$ cat src/design/lfsm_pkg.sv
// Constants, register map and state type of the mode and fail-safe FSM.
// Assumes a single 50 MHz system clock and a 16-bit register port.
package lfsm_pkg;

    // ------------------------------------------------------------
    // Widths
    // ------------------------------------------------------------
    localparam int CH_N = 12;
    localparam int DW = 16;
    localparam int AW = 8;

    // ------------------------------------------------------------
    // Register offsets
    // ------------------------------------------------------------
    localparam logic [7:0] A_CTRL = 8'h00;
    localparam logic [7:0] A_WDCONF = 8'h01;
    localparam logic [7:0] A_CHEN = 8'h02;
    localparam logic [7:0] A_DIAG = 8'h03;
    localparam logic [7:0] A_MASK = 8'h04;
    localparam logic [7:0] A_STATUS = 8'h05;
    localparam logic [7:0] A_OPEN = 8'h06;
    localparam logic [7:0] A_SHORT = 8'h07;
    localparam logic [7:0] A_CALC_CRC = 8'h08;
    localparam logic [7:0] A_NV_INIT = 8'h10;
    localparam logic [7:0] A_NV_FS0 = 8'h11;
    localparam logic [7:0] A_NV_FS1 = 8'h12;
    localparam logic [7:0] A_NV_DIAG = 8'h13;
    localparam logic [7:0] A_NV_WD = 8'h14;
    localparam logic [7:0] A_NV_CRC = 8'h15;

    // ------------------------------------------------------------
    // Field positions
    // ------------------------------------------------------------
    localparam int B_POR_CLR = 0;
    localparam int B_FORCE_FS = 1;
    localparam int B_FS_EXIT = 2;
    localparam int B_LOCK = 3;
    localparam int B_OFAF = 4;
    localparam int B_MASK_FATAL = 0;
    localparam int B_MASK_OUT = 1;
    localparam int S_POR = 4;
    localparam int S_ERR = 5;
    localparam int S_LOW = 6;
    localparam int S_REF = 7;
    localparam int S_OT = 8;
    localparam int S_CRC = 9;
    localparam int S_OUT = 10;
    localparam int S_EXT = 11;
    localparam int S_FS1 = 12;

    // ------------------------------------------------------------
    // Reset values of the stored words and mask; top watchdog setting
    // ------------------------------------------------------------
    localparam logic [15:0] RST_NV_INIT = 16'h0005;
    localparam logic [15:0] RST_NV_FS0 = 16'h0fff;
    localparam logic [15:0] RST_NV_FS1 = 16'h0000;
    localparam logic [15:0] RST_NV_DIAG = 16'h0fff;
    localparam logic [15:0] RST_NV_WD = 16'h0008;
    localparam logic [1:0] RST_MASK = 2'h0;
    localparam logic [3:0] WD_MAX_SET = 4'hc;

    function automatic logic [15:0] nvm_crc(input logic [15:0] a,
        input logic [15:0] b, input logic [15:0] c,
        input logic [15:0] d, input logic [15:0] e);
        nvm_crc = a ^ {b[14:0], b[15]} ^ {c[13:0], c[15:14]}
            ^ {d[12:0], d[15:13]} ^ {e[11:0], e[15:12]} ^ 16'h5a5a;
    endfunction

    localparam logic [15:0] RST_NV_CRC = nvm_crc(RST_NV_INIT, RST_NV_FS0,
        RST_NV_FS1, RST_NV_DIAG, RST_NV_WD);

    // ------------------------------------------------------------
    // Timing
    // ------------------------------------------------------------
    localparam int CLK_MHZ = 50;
    localparam int RETRY_MS = 10;
    localparam int INIT_STEP_US = 1000;
    localparam int WD_STEP_US = 100;
    localparam int RETRY_CYC = RETRY_MS * 1000 * CLK_MHZ;
    localparam int INIT_STEP_CYC = INIT_STEP_US * CLK_MHZ;
    localparam int WD_STEP_CYC = WD_STEP_US * CLK_MHZ;

    typedef enum logic [2:0] {
        ST_POR, ST_INIT, ST_NORMAL, ST_FS, ST_LOWQ
    } lfsm_state_t;

endpackage

$ cat src/design/lfsm_timer.sv
// Cycle counter with a done pulse when the limit is reached.
// Assumes limit is at least one; clear restarts the count.
module lfsm_timer
    import lfsm_pkg::*;
(
    input wire logic clk,
    input wire logic rstn,
    input wire logic clear,
    input wire logic [31:0] limit,
    output logic done
);

    logic [31:0] cnt;
    logic [31:0] next_cnt;
    logic next_done;

    always_comb begin
        next_cnt = cnt + 32'h1;
        next_done = 1'b0;
        if (clear) begin
            next_cnt = 32'h0;
        end else if (cnt >= limit - 32'h1) begin
            next_cnt = 32'h0;
            next_done = 1'b1;
        end
    end

    always_ff @(posedge clk or negedge rstn) begin
        if (!rstn) begin
            cnt <= 32'h0;
            done <= 1'b0;
        end else begin
            cnt <= next_cnt;
            done <= next_done;
        end
    end

endmodule

$ cat src/design/lfsm_chfault.sv
// Per-channel open and short fault flags with timed retry.
// Assumes detector inputs are already deglitched and synchronous.
module lfsm_chfault
    import lfsm_pkg::*;
(
    input wire logic clk,
    input wire logic rstn,
    input wire logic active,
    input wire logic retry,
    input wire logic low_supply,
    input wire logic [CH_N-1:0] en,
    input wire logic [CH_N-1:0] diag,
    input wire logic [CH_N-1:0] pwm_long,
    input wire logic [CH_N-1:0] open_det,
    input wire logic [CH_N-1:0] short_det,
    output logic [CH_N-1:0] open_flag,
    output logic [CH_N-1:0] short_flag
);

    logic [CH_N-1:0] qual;
    logic [CH_N-1:0] open_hit;
    logic [CH_N-1:0] short_hit;
    logic [CH_N-1:0] next_open;
    logic [CH_N-1:0] next_short;

    always_comb begin
        qual = en & diag & pwm_long;                  // [RL19] [RL20]
        open_hit = qual & open_det & {CH_N{!low_supply}}; // [RL17] [RL19]
        short_hit = qual & short_det;                 // [RL20]
        next_open = open_flag | open_hit;
        next_short = short_flag | short_hit;
        // Retry re-judges the channel; a fault gone clears its flag
        if (retry) begin
            next_open = open_hit;                     // [RL19]
            next_short = short_hit;                   // [RL20]
        end
        if (!active) begin
            next_open = '0;
            next_short = '0;
        end
    end

    always_ff @(posedge clk or negedge rstn) begin
        if (!rstn) begin
            open_flag <= '0;
            short_flag <= '0;
        end else begin
            open_flag <= next_open;
            short_flag <= next_short;
        end
    end

endmodule

$ cat src/design/lfsm_top.sv
// Functional-mode state machine of a 12-channel LED driver.
// Assumes synchronous status inputs and a one-cycle register port.
//
// Operation
// RL1 - Power-on-reset clears registers, disables outputs, refuses access.
// RL2 - Leave power-on-reset for init once supply and LDO are good.
// RL3 - Any rail undervoltage returns to power-on-reset at once.
// RL4 - Init runs delay from 4-bit stored setting, then goes normal.
// RL5 - Init accepts access; power-on clear write enters normal at once.
// RL6 - Init loads stored defaults and holds channel enables at zero.
// RL7 - Normal watchdog counts idle host time, 13 periods, overflow to fail-safe.
// RL8 - Force bit write in normal enters fail-safe immediately.
// RL9 - Every entry to fail-safe from normal reloads defaults.
// RL10 - Select pin high picks set 1 enables, low picks set 0.
// RL11 - Pin level flag mirrors the fail-safe select pin.
// RL12 - Switching fail-safe sets keeps status and flags.
// RL13 - Fail-safe entry sets the configuration lock bit.
// RL14 - Exit needs lock cleared, then exit bit; flags cleared on exit.
// RL15 - All one-fails-all-fail plus fault enters low-current mode, no access.
// RL16 - Undervoltage sets power-on and error flags, error pin low.
// RL17 - Low supply sets flags, blocks open detection, self-clears.
// RL18 - Reference, overtemp or CRC mismatch turn all channels off.
// RL19 - Open fault on qualified channels: off, retry every 10 ms.
// RL20 - Short fault on qualified channels: off, retry, auto recover.
//
// The implementer's own choices: the placing of the registers and the address-and-strobe port.
module lfsm_top
    import lfsm_pkg::*;
#(
    parameter int RETRY_CYCLES = RETRY_CYC,
    parameter int INIT_STEP = INIT_STEP_CYC,
    parameter int WD_STEP = WD_STEP_CYC
)
(
    input wire logic CLK_SYS,
    input wire logic RSTN,
    input wire logic SUPPLY_OK,
    input wire logic LDO_OK,
    input wire logic LOW_SUPPLY,
    input wire logic REF_FAULT,
    input wire logic OVERTEMP,
    input wire logic FS_SEL,
    input wire logic [CH_N-1:0] PWM_LONG,
    input wire logic [CH_N-1:0] OPEN_DET,
    input wire logic [CH_N-1:0] SHORT_DET,
    input wire logic WR_EN,
    input wire logic RD_EN,
    input wire logic [AW-1:0] ADDR,
    input wire logic [DW-1:0] WDATA,
    output logic [DW-1:0] RDATA,
    output logic [CH_N-1:0] CH_ON,
    output logic ERR_O,
    output logic ERR_OE
);

    // ------------------------------------------------------------
    // Helpers
    // ------------------------------------------------------------
    function automatic logic [31:0] init_limit(input logic [3:0] s);
        init_limit = 32'({28'h0, s} + 32'h1) * 32'(INIT_STEP);
    endfunction

    // Settings above the last option behave as the longest period
    function automatic logic [31:0] wd_limit(input logic [3:0] s);
        logic [3:0] k;
        k = (s > WD_MAX_SET) ? WD_MAX_SET : s;
        wd_limit = 32'(WD_STEP) << k;
    endfunction

    // ------------------------------------------------------------
    // State
    // ------------------------------------------------------------
    lfsm_state_t state, next_state;
    logic lock, next_lock;
    logic por_flag, next_por_flag;
    logic fs1, next_fs1;
    logic ext_flag, next_ext_flag;
    logic low_flag, next_low_flag;
    logic ref_flag, next_ref_flag;
    logic ot_flag, next_ot_flag;
    logic crc_flag, next_crc_flag;
    logic [CH_N-1:0] ch_en, next_ch_en;
    logic [CH_N-1:0] diag_en, next_diag_en;
    logic [3:0] wd_set, next_wd_set;
    logic [1:0] mask, next_mask;
    logic [15:0] nv_init, next_nv_init;
    logic [15:0] nv_fs0, next_nv_fs0;
    logic [15:0] nv_fs1, next_nv_fs1;
    logic [15:0] nv_diag, next_nv_diag;
    logic [15:0] nv_wd, next_nv_wd;
    logic [15:0] nv_crc, next_nv_crc;
    logic [15:0] calc_crc, next_calc_crc;
    logic [DW-1:0] next_rdata;
    logic [CH_N-1:0] next_ch_on;
    logic next_err_oe;

    logic rails_ok, acc_ok, wr, rd, in_fs, reload;
    logic fatal, out_any, err_any, ctrl_wr, cfg_wr;
    logic tmr_clear, tmr_done, retry_tick;
    logic [31:0] tmr_limit;
    logic [CH_N-1:0] open_flag, short_flag;

    // ------------------------------------------------------------
    // Timers and channel faults
    // ------------------------------------------------------------
    lfsm_timer u_mode_tmr (
        .clk(CLK_SYS),
        .rstn(RSTN),
        .clear(tmr_clear),
        .limit(tmr_limit),
        .done(tmr_done)
    );

    lfsm_timer u_retry_tmr (
        .clk(CLK_SYS),
        .rstn(RSTN),
        .clear(!in_fs),
        .limit(32'(RETRY_CYCLES)),
        .done(retry_tick)
    );

    lfsm_chfault u_chfault (
        .clk(CLK_SYS),
        .rstn(RSTN),
        .active(in_fs),
        .retry(retry_tick),
        .low_supply(LOW_SUPPLY),
        .en(ch_en),
        .diag(diag_en),
        .pwm_long(PWM_LONG),
        .open_det(OPEN_DET),
        .short_det(SHORT_DET),
        .open_flag(open_flag),
        .short_flag(short_flag)
    );

    // ------------------------------------------------------------
    // Next-state logic
    // ------------------------------------------------------------
    always_comb begin
        rails_ok = SUPPLY_OK && LDO_OK;
        in_fs = (state == ST_FS);
        acc_ok = (state == ST_INIT) || (state == ST_NORMAL) || in_fs;
        wr = WR_EN && acc_ok;                         // [RL1] [RL15]
        rd = RD_EN && acc_ok;                         // [RL1] [RL15]
        ctrl_wr = wr && (ADDR == A_CTRL);
        cfg_wr = wr && !lock;
        fatal = ref_flag || ot_flag || crc_flag;
        out_any = (|open_flag) || (|short_flag);
        err_any = por_flag || low_flag
            || (fatal && !mask[B_MASK_FATAL])
            || (out_any && !mask[B_MASK_OUT]);
        reload = 1'b0;

        next_state = state;
        next_lock = lock;
        next_por_flag = por_flag;
        next_fs1 = fs1;
        next_ext_flag = FS_SEL;                       // [RL11]
        next_low_flag = LOW_SUPPLY;                   // [RL17]
        next_ref_flag = in_fs && REF_FAULT;           // [RL18]
        next_ot_flag = in_fs && OVERTEMP;             // [RL18]
        next_crc_flag = in_fs && (calc_crc != nv_crc); // [RL18]
        next_ch_en = ch_en;
        next_diag_en = diag_en;
        next_wd_set = wd_set;
        next_mask = mask;
        next_nv_init = nv_init;
        next_nv_fs0 = nv_fs0;
        next_nv_fs1 = nv_fs1;
        next_nv_diag = nv_diag;
        next_nv_wd = nv_wd;
        next_nv_crc = nv_crc;
        next_calc_crc = calc_crc;

        // Register writes; the lock only guards configuration
        if (ctrl_wr) begin
            next_lock = WDATA[B_LOCK];
        end
        if (cfg_wr) begin
            case (ADDR)
                A_WDCONF: next_wd_set = WDATA[3:0];
                A_CHEN: begin
                    if (state != ST_INIT) begin       // [RL6]
                        next_ch_en = WDATA[CH_N-1:0];
                    end
                end
                A_DIAG: next_diag_en = WDATA[CH_N-1:0];
                A_MASK: next_mask = WDATA[1:0];
                A_NV_INIT: next_nv_init = WDATA;
                A_NV_FS0: next_nv_fs0 = WDATA;
                A_NV_FS1: next_nv_fs1 = WDATA;
                A_NV_DIAG: next_nv_diag = WDATA;
                A_NV_WD: next_nv_wd = WDATA;
                A_NV_CRC: next_nv_crc = WDATA;
                default: ;
            endcase
        end

        case (state)
            ST_POR: begin
                next_por_flag = 1'b1;                 // [RL16]
                next_low_flag = 1'b0;
                next_lock = 1'b0;
                next_ch_en = '0;                      // [RL1]
                next_mask = RST_MASK;
                if (rails_ok) begin
                    next_state = ST_INIT;             // [RL2] [RL16]
                    reload = 1'b1;
                end
            end
            ST_INIT: begin
                next_ch_en = '0;                      // [RL6]
                if (ctrl_wr && WDATA[B_POR_CLR]) begin
                    next_state = ST_NORMAL;           // [RL5]
                    next_por_flag = 1'b0;
                end else if (tmr_done) begin
                    next_state = ST_NORMAL;           // [RL4]
                end
            end
            ST_NORMAL: begin
                if (ctrl_wr && WDATA[B_POR_CLR]) begin
                    next_por_flag = 1'b0;             // [RL16]
                end
                if ((ctrl_wr && WDATA[B_FORCE_FS]) || tmr_done) begin
                    next_state = ST_FS;               // [RL7] [RL8]
                    reload = 1'b1;                    // [RL9]
                    next_lock = 1'b1;                 // [RL13]
                    next_fs1 = FS_SEL;                // [RL10]
                end
            end
            ST_FS: begin
                // Set change swaps enables and the set-1 flag; fault flags ride through
                if (FS_SEL != fs1) begin
                    next_fs1 = FS_SEL;                // [RL12]
                    next_ch_en = FS_SEL ? nv_fs1[CH_N-1:0]
                        : nv_fs0[CH_N-1:0];           // [RL10]
                end
                if (nv_init[B_OFAF] && (&diag_en)
                    && (fatal || out_any)) begin
                    next_state = ST_LOWQ;             // [RL15]
                end else if (ctrl_wr && WDATA[B_FS_EXIT] && !lock) begin
                    next_state = ST_NORMAL;           // [RL14]
                    next_por_flag = 1'b0;             // [RL14]
                end
            end
            ST_LOWQ: begin
                next_ch_en = ch_en;
            end
            default: next_state = ST_POR;
        endcase

        // Stored words become live settings
        if (reload) begin
            next_diag_en = nv_diag[CH_N-1:0];
            next_wd_set = nv_wd[3:0];
            next_mask = RST_MASK;
            next_calc_crc = nvm_crc(nv_init, nv_fs0, nv_fs1, nv_diag,
                nv_wd);
            if (state == ST_NORMAL) begin
                next_ch_en = FS_SEL ? nv_fs1[CH_N-1:0]
                    : nv_fs0[CH_N-1:0];               // [RL10]
            end else begin
                next_ch_en = '0;                      // [RL6]
            end
        end

        // Undervoltage overrides every other transition
        if (!rails_ok) begin
            next_state = ST_POR;                      // [RL3] [RL16]
        end

        // Watchdog restarts on any accepted host access
        tmr_clear = (next_state != state)
            || !((state == ST_INIT) || (state == ST_NORMAL))
            || ((state == ST_NORMAL) && (wr || rd)); // [RL7]
        tmr_limit = (state == ST_INIT) ? init_limit(nv_init[3:0])
            : wd_limit(wd_set);                       // [RL4] [RL7]

        next_rdata = '0;
        if (rd) begin
            case (ADDR)
                A_CTRL: next_rdata = DW'({lock, 3'h0});
                A_WDCONF: next_rdata = DW'(wd_set);
                A_CHEN: next_rdata = DW'(ch_en);
                A_DIAG: next_rdata = DW'(diag_en);
                A_MASK: next_rdata = DW'(mask);
                A_STATUS: begin
                    next_rdata = DW'(state);
                    next_rdata[S_POR] = por_flag;
                    next_rdata[S_ERR] = err_any;
                    next_rdata[S_LOW] = low_flag;
                    next_rdata[S_REF] = ref_flag;
                    next_rdata[S_OT] = ot_flag;
                    next_rdata[S_CRC] = crc_flag;
                    next_rdata[S_OUT] = out_any;
                    next_rdata[S_EXT] = ext_flag;
                    next_rdata[S_FS1] = fs1;
                end
                A_OPEN: next_rdata = DW'(open_flag);
                A_SHORT: next_rdata = DW'(short_flag);
                A_CALC_CRC: next_rdata = calc_crc;
                A_NV_INIT: next_rdata = nv_init;
                A_NV_FS0: next_rdata = nv_fs0;
                A_NV_FS1: next_rdata = nv_fs1;
                A_NV_DIAG: next_rdata = nv_diag;
                A_NV_WD: next_rdata = nv_wd;
                A_NV_CRC: next_rdata = nv_crc;
                default: next_rdata = '0;
            endcase
        end

        // Outputs
        next_ch_on = '0;                              // [RL1]
        if (state == ST_NORMAL) begin
            next_ch_on = ch_en;
        end else if (in_fs && !fatal) begin          // [RL18]
            next_ch_on = ch_en & ~open_flag & ~short_flag; // [RL19] [RL20]
        end
        next_err_oe = (state == ST_POR)               // [RL16]
            || ((in_fs || state == ST_LOWQ)
            && ((fatal && !mask[B_MASK_FATAL])        // [RL18]
            || (out_any && !mask[B_MASK_OUT])));      // [RL19] [RL20]
    end

    // ------------------------------------------------------------
    // Registers
    // ------------------------------------------------------------
    always_ff @(posedge CLK_SYS or negedge RSTN) begin
        if (!RSTN) begin
            state <= ST_POR;
            lock <= 1'b0;
            por_flag <= 1'b1;
            fs1 <= 1'b0;
            ext_flag <= 1'b0;
            low_flag <= 1'b0;
            ref_flag <= 1'b0;
            ot_flag <= 1'b0;
            crc_flag <= 1'b0;
            ch_en <= '0;
            diag_en <= RST_NV_DIAG[CH_N-1:0];
            wd_set <= RST_NV_WD[3:0];
            mask <= RST_MASK;
            nv_init <= RST_NV_INIT;
            nv_fs0 <= RST_NV_FS0;
            nv_fs1 <= RST_NV_FS1;
            nv_diag <= RST_NV_DIAG;
            nv_wd <= RST_NV_WD;
            nv_crc <= RST_NV_CRC;
            calc_crc <= RST_NV_CRC;
            RDATA <= '0;
            CH_ON <= '0;
            ERR_OE <= 1'b1;
        end else begin
            state <= next_state;
            lock <= next_lock;
            por_flag <= next_por_flag;
            fs1 <= next_fs1;
            ext_flag <= next_ext_flag;
            low_flag <= next_low_flag;
            ref_flag <= next_ref_flag;
            ot_flag <= next_ot_flag;
            crc_flag <= next_crc_flag;
            ch_en <= next_ch_en;
            diag_en <= next_diag_en;
            wd_set <= next_wd_set;
            mask <= next_mask;
            nv_init <= next_nv_init;
            nv_fs0 <= next_nv_fs0;
            nv_fs1 <= next_nv_fs1;
            nv_diag <= next_nv_diag;
            nv_wd <= next_nv_wd;
            nv_crc <= next_nv_crc;
            calc_crc <= next_calc_crc;
            RDATA <= next_rdata;
            CH_ON <= next_ch_on;
            ERR_OE <= next_err_oe;
        end
    end

    // Open-drain pin only ever pulls low
    assign ERR_O = 1'b0;

endmodule

$ cat config.mk
export PLATFORM = sky130hd
export DESIGN_NAME = lfsm_top
export DESIGN_NICKNAME = d
export VERILOG_FILES = /design/src/design/lfsm_pkg.sv /design/src/design/lfsm_timer.sv /design/src/design/lfsm_chfault.sv /design/src/design/lfsm_top.sv
export SDC_FILE = /design/constraint.sdc
export NUM_CORES = 1
export LEC_CHECK = 0
export BUFFER_PORTS_ARGS = -buffer_cell sky130_fd_sc_hd__buf_2
export CORE_MARGIN = 2
export CORE_UTILIZATION = 55
export DETAILED_ROUTE_END_ITERATION = 10
export GPL_TIMING_DRIVEN = 0
export PLACE_DENSITY = 0.87
export SLEW_MARGIN = 10
export SYNTH_ARGS = -nofsm -noshare
export SYNTH_HDL_FRONTEND = slang
export SYNTH_SLANG_ARGS = --single-unit
$ cat constraint.sdc
create_clock -name CLK_SYS -period 6.4 [get_ports CLK_SYS]
set_clock_uncertainty 0.2 [all_clocks]
set_input_delay 0.64 -clock CLK_SYS [delete_from_list [all_inputs] [get_ports CLK_SYS]]
set_output_delay 0.64 -clock CLK_SYS [all_outputs]
set_load 0.02 [all_outputs]
==> results.tsv <==
metric	value	unit
status	complete, no violations	
Leak Pwr	7.94	nW
final period demand of the worst path	6.28	ns
Total Power	3.95	mW
Worst-path clk slew	0.07	ns
CP max stage cell	dfstp_2	
Worst EP arrival	6.57	ns
relative slew slack	19.4	%
Hold Crit Class	input pin to flop	
Final ANT Viol Nets	0	
DRT Wirelength	49600	um
Core Region	0.0285	mm^2
pin count of the biggest net entering global routing	105	
vias in the first global route	14000	
VDD IR max	218	uV
# fillers	2238	
initial antenna violation count	3	
top_reg_cell synth	dfrtp_1	
Max stage delay on crit path	0.60	ns
WHS Endpoint	ref_flag$_DFF_PN0_	
Reg2Reg Setup Slack	0.12	ns
Unique masters post-synth	72	
Cell Area, Placed	0.0169	mm^2
worst path required time	6.69	ns
count of input and output buffers	96	
HPWL after DPL	35200	um
Die Area	0.0302	mm^2
first-pass GRT wire length	76300	um
commonest cells in the netlist	dfrtp_1, nor2_1, xnor2_1	
starting density of the core	55.5	%
RR Endpoint	u_mode_tmr.cnt[9]$_DFF_PN0_	
crit path launch	nv_init[0]$_DFFE_PN1P_	
NumNets Final	1882	
EDFF count, synth	0	
count leader, synth	dfrtp_1	
H-tree depth	1	
warnings from Yosys	0	
Placed Cells	2070	
Post-Layout Inst Area	0.0185	mm^2
Setup-failing EPs final	0	
Via Count	13800	
n_diodes	0	
leading area contributor after synthesis	dfrtp_1	
Final Non-Filler Cells	2148	
FF-to-FF Start	nv_init[0]$_DFFE_PN1P_	
CP Class	flop to flop	
synth top area cells	dfrtp_1, dfstp_2, mux2_2, xnor2_1, ha_1	
Slew Viols, Final	0	
Post-synth ARST share	100	%
Final Core Density	65.0	%
R2R cell count	28	
Setup crit start kind	flop	
share of cells above drive strength 1	22.9	%
synth-to-layout area growth	17.0	%
IO Count	100	
Yosys reg bits	272	
root buffer cell	clkbuf_16	
fmax	159	MHz
Vias/cell	6.45	
GRT Residual Overflow	0	
CTS Buffer Depth	3	
Initial DRC Count	1636	
area share of the largest cell type after synthesis	33.5	%
# rows	62	
CTS sink count	272	
setup TNS	0	ns
critical path fanouts, max	8	
post-synthesis sequential area ratio	43.4	%
height of the die	174	um
Crit. End Element	flop	
global-route total usage across every layer	32.0	%
Hold Crit Start	REF_FAULT	
Power Density	213	mW/mm^2
post-synthesis cell count	1575	
CTS tree	yes	
Mapped Avg Cell Area	10.1	um^2
gp weighted congestion	1.00	
DRC	0	
Pre-Repair DR Iteration Count	7	
Hold Crit Depth	2	
endpoints failing hold	0	
max-cap viol count	0	
worst skew pair latency	0.58	ns
final period utilization	98.1	%
Slew @ Worst Pin	1.20	ns
synthesized cell area	0.0159	mm^2
Avg WL per Cell	23.1	um
die width	174	um
TritonCTS Buffers	29	
[worst max path at each step]
stage	depth (start not counted)	slack, ns	to
final	28	0.12	u_mode_tmr.cnt[9]$_DFF_PN0_
after detailed placement	26	-1.10	u_mode_tmr.cnt[29]$_DFF_PN0_
after global routing	28	-0.11	u_mode_tmr.cnt[9]$_DFF_PN0_
after floorplan	27	0.23	u_mode_tmr.cnt[8]$_DFF_PN0_
after global placement	26	-0.99	u_mode_tmr.cnt[7]$_DFF_PN0_
after CTS	25	0.002	u_mode_tmr.cnt[29]$_DFF_PN0_
[power breakdown]
part           internal, mW  switching [mW]  total, mW
sequential             1.75          0.0269       1.78
clock                  1.11           0.728       1.84
combinational         0.126           0.204      0.329
[flip-flops by register name (all words and copies together), names as in the netlist, 2 cells and up]
signal,count
CH_ON,12
RDATA,16
calc_crc,16
ch_en,12
diag_en,12
mask,2
nv_crc,16
nv_diag,16
nv_fs0,16
nv_fs1,16
nv_init,16
nv_wd,16
state,3
u_chfault.open_flag,12
u_chfault.short_flag,12
u_mode_tmr.cnt,32
u_retry_tmr.cnt,32
wd_set,4
[critical path, delay by kind of cell (launching register included)]
| family | cells | cell delay [ns] |
|---|---|---|
| AOI/OAI and AO/OA | 10 | 2.08 |
| adders and majority gates | 5 | 1.45 |
| and+or+nand+nor | 5 | 0.93 |
| buffers and inverters | 7 | 0.86 |
| DFF | 1 | 0.60 |
| xor gates and xnor gates | 1 | 0.08 |
[logic make-up (layout without fill, tap and decap cells)]
group                    count (synthesis)  count (layout)  synth area share, %
AO/OA/AOI/OAI                          319             319                 13.2
other                                    1              14               0.0237
XOR/XNOR                               155             155                 8.56
adder cells (fa/ha/maj)                 70              70                 5.57
AND/OR/NAND/NOR                        503             503                 16.1
flip-flops                             272             272                 43.4
multiplexers                           153             153                 10.4
buffers and inverters                  102             278                 2.69
[repair_timing]
action | in CTS | in global routing
gates cloned | 0 | 3
hold buffers | 2 | 0
buffers inserted | 8 | 12
endpoints found under the setup margin | 33 | 33
resized for setup | 28 | 47
hold endpoints to repair | 83 | 0
pin swaps | 8 | 15
[area by class of cell]
type / count / area [um^2] / area share [%]
multi-input cells: 1214 / 8940 / 48.2
flip-flops and latches: 272 / 6880 / 37.1
clock buffers: 38 / 790 / 4.26
repair buffers: 123 / 759 / 4.09
well taps: 384 / 480 / 2.59
plain buffers: 77 / 350 / 1.89
clock inverters: 15 / 248 / 1.34
inverters: 25 / 97.6 / 0.526
[metal layers]
metal | share of wire (%) | up-vias | global-route usage [%]
li1 | - | 6022 | -
met1 | 37 | 6713 | 39.9
met2 | 47 | 864 | 52.9
met3 | 9.1 | 242 | 5.35
met4 | 6.6 | 6 | 18.3
met5 | 0.073 | - | 0
[cells in the final DEF (no fill, tap or decap), drive strengths merged, types with 5 or more instances in the layout]
master and n:
a31oi 24, xor2 44, mux2i 53, mux2 100, xnor2 111, o22ai 12
nor2 149, ha 69, inv 27, a22oi 23, a211oi 9, o211ai 6
a21o 9, and4 5, and2 22, a222oi 10, dfstp 60, nand4 45
nand3 38, a221oi 26, buf 142, nor4 15, bufinv 6, nor2b 39
o21ai 64, nor3 17, dfrtp 212, nand2 100, a221o 5, a22o 13
and3 16, clkbuf 94, a21oi 87, nand2b 35, clkinv 6, conb 14
[metrics by stage]
step	worst slack, ns	hold slack, ns
after CTS	0.00242	0.0563
after floorplan	0.229	0.144
final	0.121	0.0707
after global placement	-0.993	0.244
after global routing	-0.111	0.0745
after detailed placement	-1.10	0.262
No activity file was read; power rests on OpenSTA's default activity.
